==> config.mk <==
export PLATFORM = sky130hd
export DESIGN_NAME = priority_interrupt_arbiter
export DESIGN_NICKNAME = d
export VERILOG_FILES = /design/src/core/irq_arb_pkg.sv /design/src/core/priority_interrupt_arbiter.sv /design/src/core/lowest_index_encoder.sv
export SDC_FILE = /design/constraint.sdc
export NUM_CORES = 1
export LEC_CHECK = 0
export BUFFER_PORTS_ARGS = -buffer_cell sky130_fd_sc_hd__buf_2
export CORE_ASPECT_RATIO = 1.75
export CORE_MARGIN = 5
export CORE_UTILIZATION = 29
export CTS_BUF_LIST = sky130_fd_sc_hd__clkbuf_16
export DETAILED_ROUTE_END_ITERATION = 7
export PLACE_DENSITY_LB_ADDON = 0.12
export SYNTH_ARGS = -nofsm -noshare
export SYNTH_HDL_FRONTEND = slang
export SYNTH_SLANG_ARGS = --single-unit
export TNS_END_PERCENT = 50
==> constraint.sdc <==
create_clock -name ref_clk -period 3.9 [get_ports ref_clk]
set_input_delay 0.39 -clock ref_clk [delete_from_list [all_inputs] [get_ports ref_clk]]
set_output_delay 0.39 -clock ref_clk [all_outputs]
set_load 0.02 [all_outputs]
==> src/core/irq_arb_pkg.sv <==
// shared constants and carriers for the priority interrupt arbiter
package irq_arb_pkg;
	// ==========================================================
	// sizes
	localparam int NUM_SRC = 82;
	localparam int SRC_W = 7;
	localparam int LEVEL_W = 2;
	localparam int ADDR_W = 21;
	localparam int BASE_W = ADDR_W - SRC_W;
	localparam int FAST_LO_W = 16;
	localparam int FAST_HI_W = ADDR_W - FAST_LO_W;

	// ==========================================================
	// fixed sources, fast level and pin slots
	localparam int FIXED_COUNT = 2;
	localparam logic [LEVEL_W-1:0] FIXED_LEVEL = 2'h3;
	localparam logic [LEVEL_W-1:0] FAST_LEVEL = 2'h2;
	localparam logic [SRC_W-1:0] SRC_PIN_A = 7'h02;
	localparam logic [SRC_W-1:0] SRC_PIN_B = 7'h03;

	// ==========================================================
	// reset values
	localparam logic [ADDR_W-1:0] INIT_ADDR_RST = 21'h0_0000;
	localparam logic [ADDR_W-1:0] ADDR_RST = 21'h0_0000;
	localparam logic [SRC_W-1:0] SRC_RST = 7'h00;
	localparam logic [LEVEL_W-1:0] LEVEL_RST = 2'h0;

	// ==========================================================
	// one fast-interrupt channel
	typedef struct packed {
		logic [SRC_W-1:0] match;
		logic [FAST_HI_W-1:0] vec_high;
		logic [FAST_LO_W-1:0] vec_low;
	} fast_cfg_s;

	// external pin configuration
	typedef struct packed {
		logic edge_a;
		logic edge_b;
	} pin_cfg_s;
endpackage

==> src/core/priority_interrupt_arbiter.sv <==
// priority interrupt arbiter: level select, vectoring, fast channels, wake and boot address
//
// Operation
// - many concurrent requests, exactly one winner presented at a time
// - request to core only when winner level is accepted at core level
// - service address presented together with the request
// - configuration and pending state reachable by software
// - 82 sources, each one of four levels, some hard-wired
// - per level, lowest numbered active request is selected
// - source zero wins within a level, source 81 loses
// - two fast channels divert a chosen source to own address
// - in wait or stop, pending request asks for clock restart
// - after reset release, drive initial fetch address to the core
// - normal address is vector base concatenated with vector number
// - level 2 winner matching a fast register uses fast address
// - nesting: request above current core level still forwarded
// - in low power, pin interrupts become low-level sensitive
`timescale 1ns/1ns
module priority_interrupt_arbiter
	import irq_arb_pkg::*;
#(
	parameter logic [ADDR_W-1:0] INIT_ADDR = INIT_ADDR_RST
) (
	// clock and reset
	input wire logic ref_clk,
	input wire logic reset_n,
	// request sources and pins
	input wire logic [NUM_SRC-1:0] irq_src,
	input wire logic ext_irq_pin_a_n,
	input wire logic ext_irq_pin_b_n,
	// configuration
	input wire logic [NUM_SRC-1:0] src_enable,
	input wire logic [NUM_SRC-1:0][LEVEL_W-1:0] src_level,
	input wire logic [BASE_W-1:0] vector_base,
	input wire fast_cfg_s fast_match_zero,
	input wire fast_cfg_s fast_match_one,
	input wire pin_cfg_s pin_cfg,
	// core side
	input wire logic [LEVEL_W-1:0] core_mask,
	input wire logic irq_ack,
	input wire logic [SRC_W-1:0] ack_num,
	input wire logic low_power,
	output logic core_irq_ff,
	output logic [ADDR_W-1:0] vec_addr_ff,
	output logic [SRC_W-1:0] vec_num_ff,
	output logic fast_hit_ff,
	output logic [NUM_SRC-1:0] pending_ff,
	// system integration unit and boot
	output logic wake_ff,
	output logic init_fetch_ff,
	output logic [ADDR_W-1:0] init_addr_ff
);
	// ==========================================================
	// level lookup
	function automatic logic [LEVEL_W-1:0] eff_level(input int idx,
			input logic [LEVEL_W-1:0] prog);
		eff_level = (idx < FIXED_COUNT) ? FIXED_LEVEL : prog;
	endfunction

	// ==========================================================
	// external pins
	logic pin_a_prev_ff;
	logic pin_b_prev_ff;
	logic edge_a_ff;
	logic edge_b_ff;
	logic nxt_edge_a;
	logic nxt_edge_b;
	wire fall_a = pin_a_prev_ff & ~ext_irq_pin_a_n;
	wire fall_b = pin_b_prev_ff & ~ext_irq_pin_b_n;
	wire ack_a = irq_ack && (ack_num == SRC_PIN_A);
	wire ack_b = irq_ack && (ack_num == SRC_PIN_B);
	// a fresh edge beats a same-cycle acknowledge
	assign nxt_edge_a = fall_a | (edge_a_ff & ~ack_a);
	assign nxt_edge_b = fall_b | (edge_b_ff & ~ack_b);
	// no clock in wait/stop to see edges, so fall back to level
	wire req_a = (pin_cfg.edge_a && !low_power) ? edge_a_ff : ~ext_irq_pin_a_n;
	wire req_b = (pin_cfg.edge_b && !low_power) ? edge_b_ff : ~ext_irq_pin_b_n;

	always_ff @(posedge ref_clk or negedge reset_n) begin
		if (!reset_n) begin
			pin_a_prev_ff <= 1'b1;
			pin_b_prev_ff <= 1'b1;
			edge_a_ff <= 1'b0;
			edge_b_ff <= 1'b0;
		end else begin
			pin_a_prev_ff <= ext_irq_pin_a_n;
			pin_b_prev_ff <= ext_irq_pin_b_n;
			edge_a_ff <= nxt_edge_a;
			edge_b_ff <= nxt_edge_b;
		end
	end

	// ==========================================================
	// per-level request vectors
	logic [NUM_SRC-1:0] pend_c;
	logic [3:0][NUM_SRC-1:0] lvl_pend_c;
	logic [3:0] lvl_found_c;
	logic [3:0][SRC_W-1:0] lvl_idx_c;

	always_comb begin
		pend_c = irq_src;
		pend_c[SRC_PIN_A] = req_a;
		pend_c[SRC_PIN_B] = req_b;
		pend_c = pend_c & src_enable;
	end

	for (genvar l = 0; l < 4; l++) begin : g_level
		for (genvar i = 0; i < NUM_SRC; i++) begin : g_src
			assign lvl_pend_c[l][i] = pend_c[i] &&
				(eff_level(i, src_level[i]) == LEVEL_W'(l));
		end
		// lowest number wins inside a level
		lowest_index_encoder #(.N(NUM_SRC), .W(SRC_W)) u_enc (
			.req(lvl_pend_c[l]),
			.found(lvl_found_c[l]),
			.index(lvl_idx_c[l])
		);
	end

	// ==========================================================
	// winner and address selection
	wire any_found_c = |lvl_found_c;
	wire [LEVEL_W-1:0] win_level_c = lvl_found_c[3] ? 2'h3 :
		lvl_found_c[2] ? 2'h2 : lvl_found_c[1] ? 2'h1 : 2'h0;
	wire [SRC_W-1:0] win_idx_c = lvl_idx_c[win_level_c];
	// masked levels are those below the core's current level
	wire accept_c = any_found_c && (win_level_c >= core_mask);
	wire fast0_c = (win_level_c == FAST_LEVEL) && (win_idx_c == fast_match_zero.match);
	wire fast1_c = (win_level_c == FAST_LEVEL) && (win_idx_c == fast_match_one.match);
	wire [ADDR_W-1:0] norm_addr_c = {vector_base, win_idx_c};
	// channel zero checked first when both match the same source
	wire [ADDR_W-1:0] sel_addr_c = fast0_c ? {fast_match_zero.vec_high, fast_match_zero.vec_low} :
		fast1_c ? {fast_match_one.vec_high, fast_match_one.vec_low} : norm_addr_c;

	logic [LEVEL_W-1:0] win_level_ff;

	always_ff @(posedge ref_clk or negedge reset_n) begin
		if (!reset_n) begin
			core_irq_ff <= 1'b0;
			vec_addr_ff <= ADDR_RST;
			vec_num_ff <= SRC_RST;
			fast_hit_ff <= 1'b0;
			win_level_ff <= LEVEL_RST;
			pending_ff <= '0;
			wake_ff <= 1'b0;
		end else begin
			core_irq_ff <= accept_c;
			vec_addr_ff <= sel_addr_c;
			vec_num_ff <= win_idx_c;
			fast_hit_ff <= accept_c && (fast0_c || fast1_c);
			win_level_ff <= win_level_c;
			pending_ff <= pend_c;
			wake_ff <= low_power && (|pend_c);
		end
	end

	// ==========================================================
	// initial fetch address after reset
	logic boot_done_ff;

	always_ff @(posedge ref_clk or negedge reset_n) begin
		if (!reset_n) begin
			boot_done_ff <= 1'b0;
			init_fetch_ff <= 1'b0;
			init_addr_ff <= INIT_ADDR_RST;
		end else begin
			boot_done_ff <= 1'b1;
			init_fetch_ff <= !boot_done_ff;
			init_addr_ff <= INIT_ADDR;
		end
	end

	wire [NUM_SRC-1:0] lower_mask_c = (NUM_SRC'(1) << win_idx_c) - NUM_SRC'(1);
	wire [3:0] above_mask_c = 4'(4'hE << win_level_c);
endmodule

==> src/core/lowest_index_encoder.sv <==
// finds the lowest-numbered set bit of a request vector
`timescale 1ns/1ns
module lowest_index_encoder #(
	parameter int N = 82,
	parameter int W = 7
) (
	// requests
	input wire logic [N-1:0] req,
	// result
	output logic found,
	output logic [W-1:0] index
);
	always_comb begin
		found = 1'b0;
		index = '0;
		for (int i = N - 1; i >= 0; i--) begin
			if (req[i]) begin
				found = 1'b1;
				index = W'(i);
			end
		end
	end
endmodule

==> run summary, run 1 <==
# nets final = 3123
Number of synthesized flops with an enable pin = 0
Reg2Reg Setup Slack = -50 ps
Min Hold Slack = -9.33 ps
Violated checks = negative hold slack, negative setup slack
RR Startpoint = edge_b_ff
Logic gate share of total power = 44.2%
CTS Sinks = 119
Tot Pwr = 5.41 mW
Post-Place Cells = 3233
Layout cells sized above 1 = 50.5%
Initial antenna violation count = 12
DP HPWL = 66.1 mm
Synthesized area = 0.0126 mm2
Internal power = 3.33 mW
Placed Area = 0.0208 mm2
Critical path peak fanout = 5
Die width = 167 um
Yosys cell types = 95
Setup violations, final = 18
Fin area = 0.0220 mm2
Die area = 0.0478 mm2
Final hold violation count = 1
Worst Slack Setup Final = -111 ps
H-tree levels = 4
Gr usage total = 30.0%
Filler cell count = 4414
Warnings from Yosys = 0
Area growth syn-to-layout = 75.2%
PD cells = 246 mW/mm2
# DRC = 0
Hold Crit Class = in -> async
WP data arrival = 4350 ps
Syn avg cell area = 8.46 um2
CTS buffer count = 17
Critical path data required time = 4240 ps
Pre-Repair DR Iteration Count = 6
VDD IR-drop max = 0.257 mV
IO Port Bufs = 522
Pin count of the biggest net entering global routing = 86
Global-route wire length before repair = 110 mm
DR vias = 18244
F_max = 0.249 GHz
Drt wl/cell = 23.2 um
Root Driver = clkbuf_16
Tmin final = 4010 ps
CORE AREA = 0.0432 mm2
Worst Skew = 15.7 ps
Max-slew headroom = 30.1%
Synthesis-stage register bit count = 119
Worst reg2reg path depth = 17
CTS clock-pin slew for the worst setup and hold paths = 70 ps
CP Capture Type = register
Gr ovfl total = 0
Reg-to-Reg End = vec_addr_ff[13]
Final Instance Count excl. Fillers = 3296
Max Slew Vio Count = 0
Setup WS pre-CTS = -1040 ps
Gp weighted congestion = 0.983
Final period utilization = 103%
Asr flop ratio synth = 100%
Register area share after synthesis = 23.7%
Die Span Y = 286 um
Sw Pwr = 2.08 mW
Sw Ratio = 38.4%
Gate Count Post-Synth = 1487
Status = finished, violations left
IO Pins = 550
Critical path startpoint category = input port
DRT iter0 DRCs = 1047
Worst Setup Path Type = in -> reg
Starting Density = 29.1%
Vias in the first global route = 18543
Clock power frac = 31.3%
Reg power frac = 24.5%
Detail Route Antenna Nets = 0
Clk Latency, worst-skew pair = 470 ps
Worst-margin pin slew = 1030 ps
Max cap viols = 0
TritonCTS clock tree = built
RSZ-0062 raised after global routing = yes
Row count = 101
Dominant synthesized flop cell = dfrtp_1
Mean number of vias per cell = 5.54
Leakage power total = 11.3 nW
Maximum root-to-sink buffer count = 2
Total Routed Length = 76.3 mm
-- state kept, by name, summed over array words and instances, names as in the netlist --
name,count
pending_ff,82
vec_addr_ff,21
vec_num_ff,7
boot_done_ff,1
core_irq_ff,1
edge_a_ff,1
edge_b_ff,1
fast_hit_ff,1
init_fetch_ff,1
pin_a_prev_ff,1
pin_b_prev_ff,1
wake_ff,1
-- layout by cell type, fill, tap and decap left out, drive strengths merged, types with 35 or more instances in the layout --
cell,Yosys,final
a21oi,49,49
and2,89,89
and4b,56,56
buf,28,1208
dfrtp,117,117
inv,29,38
mux2,37,37
nand2,111,111
nand3,45,45
nand4,139,139
nand4b,126,126
nor2,99,99
nor3,35,35
nor4bb,69,69
o21ai,50,50
-- worst max-delay path, stage by stage --
cell      delay, ps
buf_2           130
nand4_1         150
nand4_1         370
nor4b_2         460
buf_4           180
and4b_1         280
nand2_2          80
buf_4           140
buf_4           150
a211o_1         250
buf_4           150
a211oi_4        210
nand3_1         120
a211oi_2        250
nand4_1         140
buf_6           170
buf_12          140
mux2_4          290
mux2_4          270
-- power by group through the flow --
stage	clock network, mW	logic [mW]	registers, mW
6_report	1.69	2.39	1.33
5_1_grt	1.76	2.54	1.33
4_1_cts	1.72	2.34	1.33
3_5_place_dp	0	2.29	1.35
3_3_place_gp	0	2.26	1.35
2_1_floorplan	0	0.777	1.45
-- routing by layer --
| metal | part of all wire, % | global-route usage, % | vias up |
|---|---|---|---|
| met5 | 0.016 | 0 | - |
| met4 | 7.1 | 19.0 | 2 |
| met3 | 4.6 | 4.31 | 224 |
| met2 | 55 | 59.1 | 724 |
| met1 | 33 | 28.4 | 8701 |
| li1 | - | - | 8593 |
-- cell families after synthesis --
kind of cell               after synthesis  synth area share [%]
and+or+nand+nor                        963                  52.0
AOI/OAI and AO/OA                      297                  17.0
adders and majority gates                2                 0.199
DFF                                    119                  23.7
other                                    2                0.0597
buffers and inverters                   57                  2.52
muxes                                   40                  4.09
xor gates and xnor gates                 7                 0.487
-- cell usage after synthesis, types with 5 or more instances --
cell | n | share of area [%]
nor3b_1 | 5 | 0.30
nand2b_1 | 23 | 1.1
a211oi_1 | 17 | 1.0
a21boi_0 | 7 | 0.42
nand3b_1 | 7 | 0.42
nand4b_1 | 126 | 8.8
o211a_1 | 7 | 0.56
or2_2 | 10 | 0.50
mux2_2 | 18 | 1.6
and3_1 | 9 | 0.45
nor4b_1 | 9 | 0.63
or3_1 | 11 | 0.55
o21bai_1 | 6 | 0.36
a31oi_1 | 18 | 0.89
and2_1 | 88 | 4.4
nor4_1 | 30 | 1.5
o21ai_0 | 48 | 1.9
o31ai_1 | 14 | 0.84
nor3_1 | 33 | 1.3
a41oi_1 | 11 | 0.77
or4bb_1 | 6 | 0.54
nand3_1 | 44 | 1.7
a221oi_1 | 5 | 0.35
nand4bb_1 | 13 | 1.2
nor2_1 | 99 | 3.0
nor4bb_1 | 68 | 5.4
nand4_1 | 139 | 6.9
and4_1 | 22 | 1.5
o2111ai_1 | 15 | 1.0
mux2_4 | 18 | 2.1
nor2b_1 | 18 | 0.89
and4b_1 | 55 | 4.4
nand2_1 | 111 | 3.3
o211ai_1 | 23 | 1.4
buf_4 | 22 | 1.3
dfrtp_1 | 117 | 23
inv_1 | 28 | 0.84
o21a_1 | 5 | 0.30
a2111oi_0 | 15 | 1.0
a21oi_1 | 49 | 1.9
o41ai_1 | 5 | 0.35
or4_1 | 6 | 0.36
-- worst max-delay path by stage --
stage / from / endpoint / slack (ps) / cells after the start
finish: src_level[75] / vec_addr_ff[13] / -110 / 19
global route: src_level[75] / vec_addr_ff[7] / -270 / 15
CTS: edge_b_ff / vec_addr_ff[7] / -80 / 14
detailed placement: irq_src[61] / vec_addr_ff[7] / -1040 / 18
global placement: irq_src[61] / vec_addr_ff[13] / -1050 / 19
floorplan: src_level[118] / vec_addr_ff[10] / 90 / 13
-- stage by stage --
step | setup TNS [ps] | utilization [%]
2_1_floorplan | 0 | -
3_3_place_gp | -22120 | 48.1
3_5_place_dp | -21670 | 48.1
4_1_cts | -1000 | 50.3
5_1_grt | -4790 | 51.0
6_report | -1760 | 51.0
-- final cells by class --
cell class | instances | area [um2] | share of cell area [%]
repair buffers | 1208 | 7850 | 35.6
inverters | 29 | 109 | 0.494
clock inverters | 15 | 154 | 0.698
well taps | 566 | 708 | 3.21
multi-input cells | 1331 | 9790 | 44.4
diodes | 11 | 27.5 | 0.125
flip-flops and latches | 119 | 2980 | 13.5
clock buffers | 17 | 425 | 1.93
-- timing repair --
action	in CTS	in global routing
setup endpoints to repair	22	21
pin swaps	23	20
endpoints found under the hold margin	0	0
setup buffers	13	7
hold buffers	0	0
cloned	2	0
resized for setup	48	46
Note: power is estimated with default switching activity, not from simulation.
==> run 2, diff against run 1 <==
- CORE_AREA: not set -> 5 5 211 213
- CORE_ASPECT_RATIO: 1.75 -> not set
- CORE_MARGIN: 5 -> not set
- CORE_UTILIZATION: 29 -> not set
- DIE_AREA: not set -> 0 0 216 218
- PLACE_DENSITY_LB_ADDON: 0.12 -> 0.25
- SYNTH_HIERARCHICAL: not set -> 1
- clock period: 3.9 -> 4.56 ns (I/O delays scaled with it)
==> run 2 against run 1 <==
The run now ends clean. Critical path depth decreased by 1. Utilization decreased by 9.3 points. Area after synthesis decreased by 9.2%. Setup slack improved by 360 ps. Sequential share of layout area increased by 3.3 points. Hold slack improved by 130 ps. Critical endpoint is now vec_addr_ff[15]. Clock power decreased by 19%. Wire length decreased by 10%. Non-clock buffer count decreased by 368. Global-route usage decreased by 2.2 points. Highest routed layer unchanged. First-iteration DRC count increased by 7.1%. Register-to-register slack improved by 420 ps.
==> run summary, run 2 <==
Max-slew headroom = 27.1%
Max cap viols = 0
WP data arrival = 4660 ps
Worst-margin pin slew = 1080 ps
Internal power = 2.62 mW
Gp weighted congestion = 0.989
Root Driver = clkbuf_16
DR vias = 15823
Area growth syn-to-layout = 55.3%
CTS Sinks = 119
Biggest register = pending_ff
Final hold violation count = 0
Commonest non-fill, non-tap cells in the layout = buf_2, buf_4, inv_1
Gr ovfl total = 0
Row count = 76
Clock power frac = 33.6%
Global-route wire length before repair = 97.8 mm
Sw Pwr = 1.45 mW
Pin count of the biggest net entering global routing = 48
Initial antenna violation count = 16
Max Slew Vio Count = 0
Hold Crit Class = in -> reg
Post-Place Cells = 2981
Mean number of vias per cell = 5.23
Tmin final = 4310 ps
Worst Skew = 10.2 ps
Number of synthesized flops with an enable pin = 0
Status = complete, no violations
Yosys top cell area share = 25.6%
CTS buffer count = 17
Post-synth top cells = inv_1, nor3b_1, nor2_1
VDD IR-drop max = 0.227 mV
Final Instance Count excl. Fillers = 3024
Synthesis-stage register bit count = 119
Vias in the first global route = 15943
Synth area leaders = dfrtp_1, nor3b_1, nor3_1, inv_1, nor2_1
Die Span Y = 218 um
Commonest non-fill, non-tap cell in the layout = buf_2
CTS clock-pin slew for the worst setup and hold paths = 50 ps
Placed Area = 0.0171 mm2
Asr flop ratio synth = 100%
Yosys cell types = 65
Worst Slack Setup Final = 251 ps
Most numerous cell in the Yosys netlist = inv_1
Yosys top cell by area = dfrtp_1
Gr usage total = 27.9%
Starting Density = 26.9%
Total Neg Setup Slack = 0 ps
DP HPWL = 60.7 mm
TritonCTS clock tree = built
Largest regs = pending_ff x82, vec_addr_ff x21, vec_num_ff x7
Cell-by-cell trace of the critical path = buf_2 -> nand2_1 -> nor3b_1 -> nand2b_1 -> a21oi_1 -> o21bai_1 -> a311oi_1 -> buf_4 -> o311a_1 -> a2111oi_4 -> inv_1 -> a2111oi_1 -> o311ai_1 -> or4b_1 -> buf_12 -> buf_4 -> mux2i_1 -> a21oi_1
Final period utilization = 94.5%
Warnings from Yosys = 6
F_max = 0.232 GHz
Setup violations, final = 0
Critical path peak fanout = 7
Slowest stage cell, crit path = or4b_1
RSZ-0062 raised after global routing = no
Fin area = 0.0177 mm2
Max incr delay on CP = 560 ps
DRT iter0 DRCs = 1121
Dominant synthesized flop cell = dfrtp_1
Register area share after synthesis = 26.1%
Leakage power total = 9.37 nW
Syn avg cell area = 7.20 um2
Total Routed Length = 68.6 mm
IO Pins = 550
Clk Latency, worst-skew pair = 440 ps
IO Port Bufs = 522
Maximum root-to-sink buffer count = 2
Critical path data required time = 4910 ps
CORE AREA = 0.0425 mm2
Gate Count Post-Synth = 1586
Pre-Repair DR Iteration Count = 8
Max reg flops = 82
Sw Ratio = 35.6%
# DRC = 0
Logic gate share of total power = 38.5%
Die area = 0.0471 mm2
Critical path startpoint category = input port
PD cells = 230 mW/mm2
# nets final = 2872
Die width = 216 um
Post-CTS Setup Inserts = 0
Drt wl/cell = 22.7 um
Setup WS pre-CTS = -455 ps
H-tree levels = 4
CP Capture Type = register
Detail Route Antenna Nets = 0
Layout cells sized above 1 = 36.3%
Tot Pwr = 4.07 mW
Synthesized area = 0.0114 mm2
Reg power frac = 27.9%
Worst Setup Path Type = in -> reg
run 2: cell types whose count changed after synthesis, sizes merged, moves of 35 or more:
cell    previous run  this run
a21oi             49       104
and2              89         7
and3               9        88
and4b             56         0
inv               29       166
mux2              37         2
nand4            139        27
nand4b           126         0
nor2              99       162
nor3              35       139
nor3b              5       163
nor4              33        82
nor4bb            69         0
run 2: timing repair:
item,in CTS,in global routing
endpoints found under the hold margin,32,0
endpoints found under the setup margin,0,22
hold buffers,1,0
resized for setup,0,7
run 2: cells by family (layout without fill, tap and decap cells):
logic type                 Yosys count  after routing  synth area share, %
xor gates and xnor gates             2              2                0.153
adders and majority gates            2              2                0.219
muxes                               26             26                 2.40
DFF                                119            119                 26.1
and+or+nand+nor                    931            931                 45.6
other                                2             54               0.0657
AOI/OAI and AO/OA                  307            307                 17.9
buffers and inverters              197           1037                 7.56
run 2: worst max-delay path: cells and delay by family:
kind                   cells  cell delay, ps
buffers and inverters      5             670
and+or+nand+nor            4            1330
muxes                      1             110
AOI/OAI and AO/OA          8            2080
run 2: through the flow:
stage	hold slack, ps	util (%)
6_report	125	41.7
5_1_grt	96.6	41.7
4_1_cts	83.2	41.6
3_5_place_dp	379	40.2
3_3_place_gp	371	40.2
2_1_floorplan	160	-
run 2: final cells by class:
class / count / area, um2
Antenna cell: 11 / 27.5
Clock buffer: 17 / 425
Clock inverter: 14 / 145
Fill cell: 4558 / 24800
Inverter: 166 / 623
Multi-Input combinational cell: 1311 / 7800
Sequential cell: 119 / 2980
Tap cell: 546 / 683
Timing Repair Buffer: 840 / 5060
run 2: final timing paths:
kind	startpoint	end	slack, ps	cells past startpoint
worst min register to register	boot_done_ff	init_fetch_ff	380	1
min in group asynchronous	reset_n	pending_ff[43]	490	2
worst max register to register	edge_a_ff	vec_addr_ff[15]	370	18
worst max-delay path	irq_src[71]	vec_addr_ff[15]	250	18
worst min-delay path	ext_irq_pin_b_n	pin_b_prev_ff	130	1
max in group asynchronous	reset_n	pending_ff[10]	3100	3
run 2: power groups by stage:
stage                     registers (mW)  logic (mW)  clock network, mW
after global placement              1.16        1.54                  0
after global routing                1.14        1.68               1.47
after CTS                           1.14        1.55               1.42
after floorplan                     1.24       0.602                  0
after detailed placement            1.16        1.54                  0
final                               1.14        1.57               1.37
run 2: per-layer routing:
layer	global-route usage, %	vias to the layer above	part of all wire [%]
met5	0	-	0.14
met1	33.0	7397	40
met2	48.2	725	48
met4	11.7	12	3.8
li1	-	7575	-
met3	6.94	114	7.4
==> run 3, diff against run 2 <==
- clock period: 4.56 -> 5.1 ns (I/O delays scaled with it)
==> run 3 against run 2 <==
Hold slack worse by 46 ps. Total power decreased by 11%. Utilization fell by 4.5 points. Cell count decreased by 8.5%. Wire length is 2.8% lower. Critical path depth is 1 higher. Clock power about the same. Setup slack improved by 84 ps. Critical path type unchanged. Critical endpoint is now vec_addr_ff[17]. Largest cell class unchanged. Highest routed layer unchanged.
==> run summary, run 3 (synthesis results as in run 2) <==
Worst Skew = 9.06 ps
PD cells = 228 mW/mm2
Critical path data required time = 5450 ps
Die Span Y = 218 um
Initial antenna violation count = 14
Max Slew Vio Count = 0
# nets final = 2618
Max cap viols = 0
Detail Route Antenna Nets = 0
Final period utilization = 93.4%
Min Hold Slack = 78.8 ps
Gr usage total = 27.0%
Status = complete, no violations
Filler cell count = 4620
IO Port Bufs = 522
Layout cells sized above 1 = 29.0%
Max-slew headroom = 26.9%
Clk Latency, worst-skew pair = 470 ps
CTS Sinks = 119
Biggest register = pending_ff
Worst Setup Path Type = in -> reg
Drt wl/cell = 24.1 um
RSZ-0062 raised after global routing = no
DRT iter0 DRCs = 1125
Final hold violation count = 0
Maximum root-to-sink buffer count = 2
Max reg flops = 82
Setup violations, final = 0
Area growth syn-to-layout = 38.5%
Pin count of the biggest net entering global routing = 79
CTS buffer count = 17
Die area = 0.0471 mm2
CORE AREA = 0.0425 mm2
Hold Crit Class = in -> async
IO Pins = 550
Gr ovfl total = 0
Pre-Repair DR Iteration Count = 5
DP HPWL = 58.4 mm
H-tree levels = 4
Tmin final = 4760 ps
Total Routed Length = 66.7 mm
Commonest non-fill, non-tap cells in the layout = buf_2, inv_1, nor3b_1
Die width = 216 um
Mean number of vias per cell = 5.39
Gp weighted congestion = 0.979
F_max = 0.210 GHz
WP data arrival = 5110 ps
Root Driver = clkbuf_16
CP Capture Type = register
Tot Pwr = 3.61 mW
CTS clock-pin slew for the worst setup and hold paths = 60 ps
Critical path startpoint category = input port
TritonCTS clock tree = built
Vias in the first global route = 14822
Commonest non-fill, non-tap cell in the layout = buf_2
Critical path peak fanout = 10
Hold-fix buffers at CTS = 0
Global-route wire length before repair = 94.4 mm
Largest regs = pending_ff x82, vec_addr_ff x21, vec_num_ff x7
# DRC = 0
Starting Density = 26.9%
Leakage power total = 8.09 nW
VDD IR-drop max = 0.219 mV
DR vias = 14918
Worst-margin pin slew = 1090 ps
Row count = 76
==> run 3: path summary, 6_finish.rpt <==
kind	slack, ps	start	end	cells after the start
min	80	reset_n	init_fetch_ff	1
max	340	irq_src[81]	vec_addr_ff[17]	19
min reg2reg	380	boot_done_ff	init_fetch_ff	1
min in group ref_clk	150	ext_irq_pin_b_n	pin_b_prev_ff	1
max reg2reg	570	edge_a_ff	vec_addr_ff[17]	14
max in group asynchronous	3890	reset_n	pending_ff[51]	2
==> run 3: through the flow <==
step / utilization (%) / setup slack (ps) / instance area [um2] / cells / setup TNS, ps
after CTS: 37.2 / 285 / 15800 / 2760 / 0
after global placement: 35.7 / -53.6 / 15200 / 2728 / -607
after floorplan: - / 1030 / 11600 / 1627 / 0
after detailed placement: 35.7 / -214 / 15200 / 2728 / -3430
final: 37.2 / 336 / 15800 / 2767 / 0
after global routing: 37.2 / 116 / 15800 / 2764 / 0
==> run 3: power breakdown <==
part	leakage [nW]	internal, mW	switching [mW]	total, mW
registers	1.50	1.00	0.0155	1.02
logic	6.28	0.456	0.771	1.23
clock network	0.307	0.858	0.512	1.37
total	8.09	2.32	1.30	3.61
==> run 3: layout make-up <==
type	count	area, um2	share of cell area, %
Inverter	166	623	3.94
Tap cell	546	683	4.32
Antenna cell	7	17.5	0.111
Sequential cell	119	2980	18.8
Clock inverter	15	210	1.33
Multi-Input combinational cell	1311	7760	49.0
Clock buffer	17	425	2.69
Timing Repair Buffer	586	3120	19.7
==> run 3: worst max-delay path, stage by stage <==
cell and delay [ps]:
buf_2 70, nand2_1 110, nor3b_1 480, nor2b_1 270, nor3_1 80, o41ai_2 410, buf_4 180, a311oi_1 180
o311a_1 400, a2111oi_2 360, buf_4 200, inv_1 40, a2111oi_0 450, o311ai_1 230, or4b_1 530, buf_4 220
buf_4 160, mux2i_1 150, a21oi_1 90
==> run 3: metal layers <==
metal / GRT usage (%) / vias to the layer above / part of all wire (%)
li1: - / 7049 / -
met1: 32.7 / 7167 / 41
met2: 48.6 / 626 / 50
met3: 5.97 / 66 / 6.8
met4: 6.87 / 10 / 1.7
met5: 0 / - / 0.10
==> run 3: timing repair <==
item	CTS	global route
setup endpoints to repair	0	15
buffers inserted	0	0
resized for setup	0	1
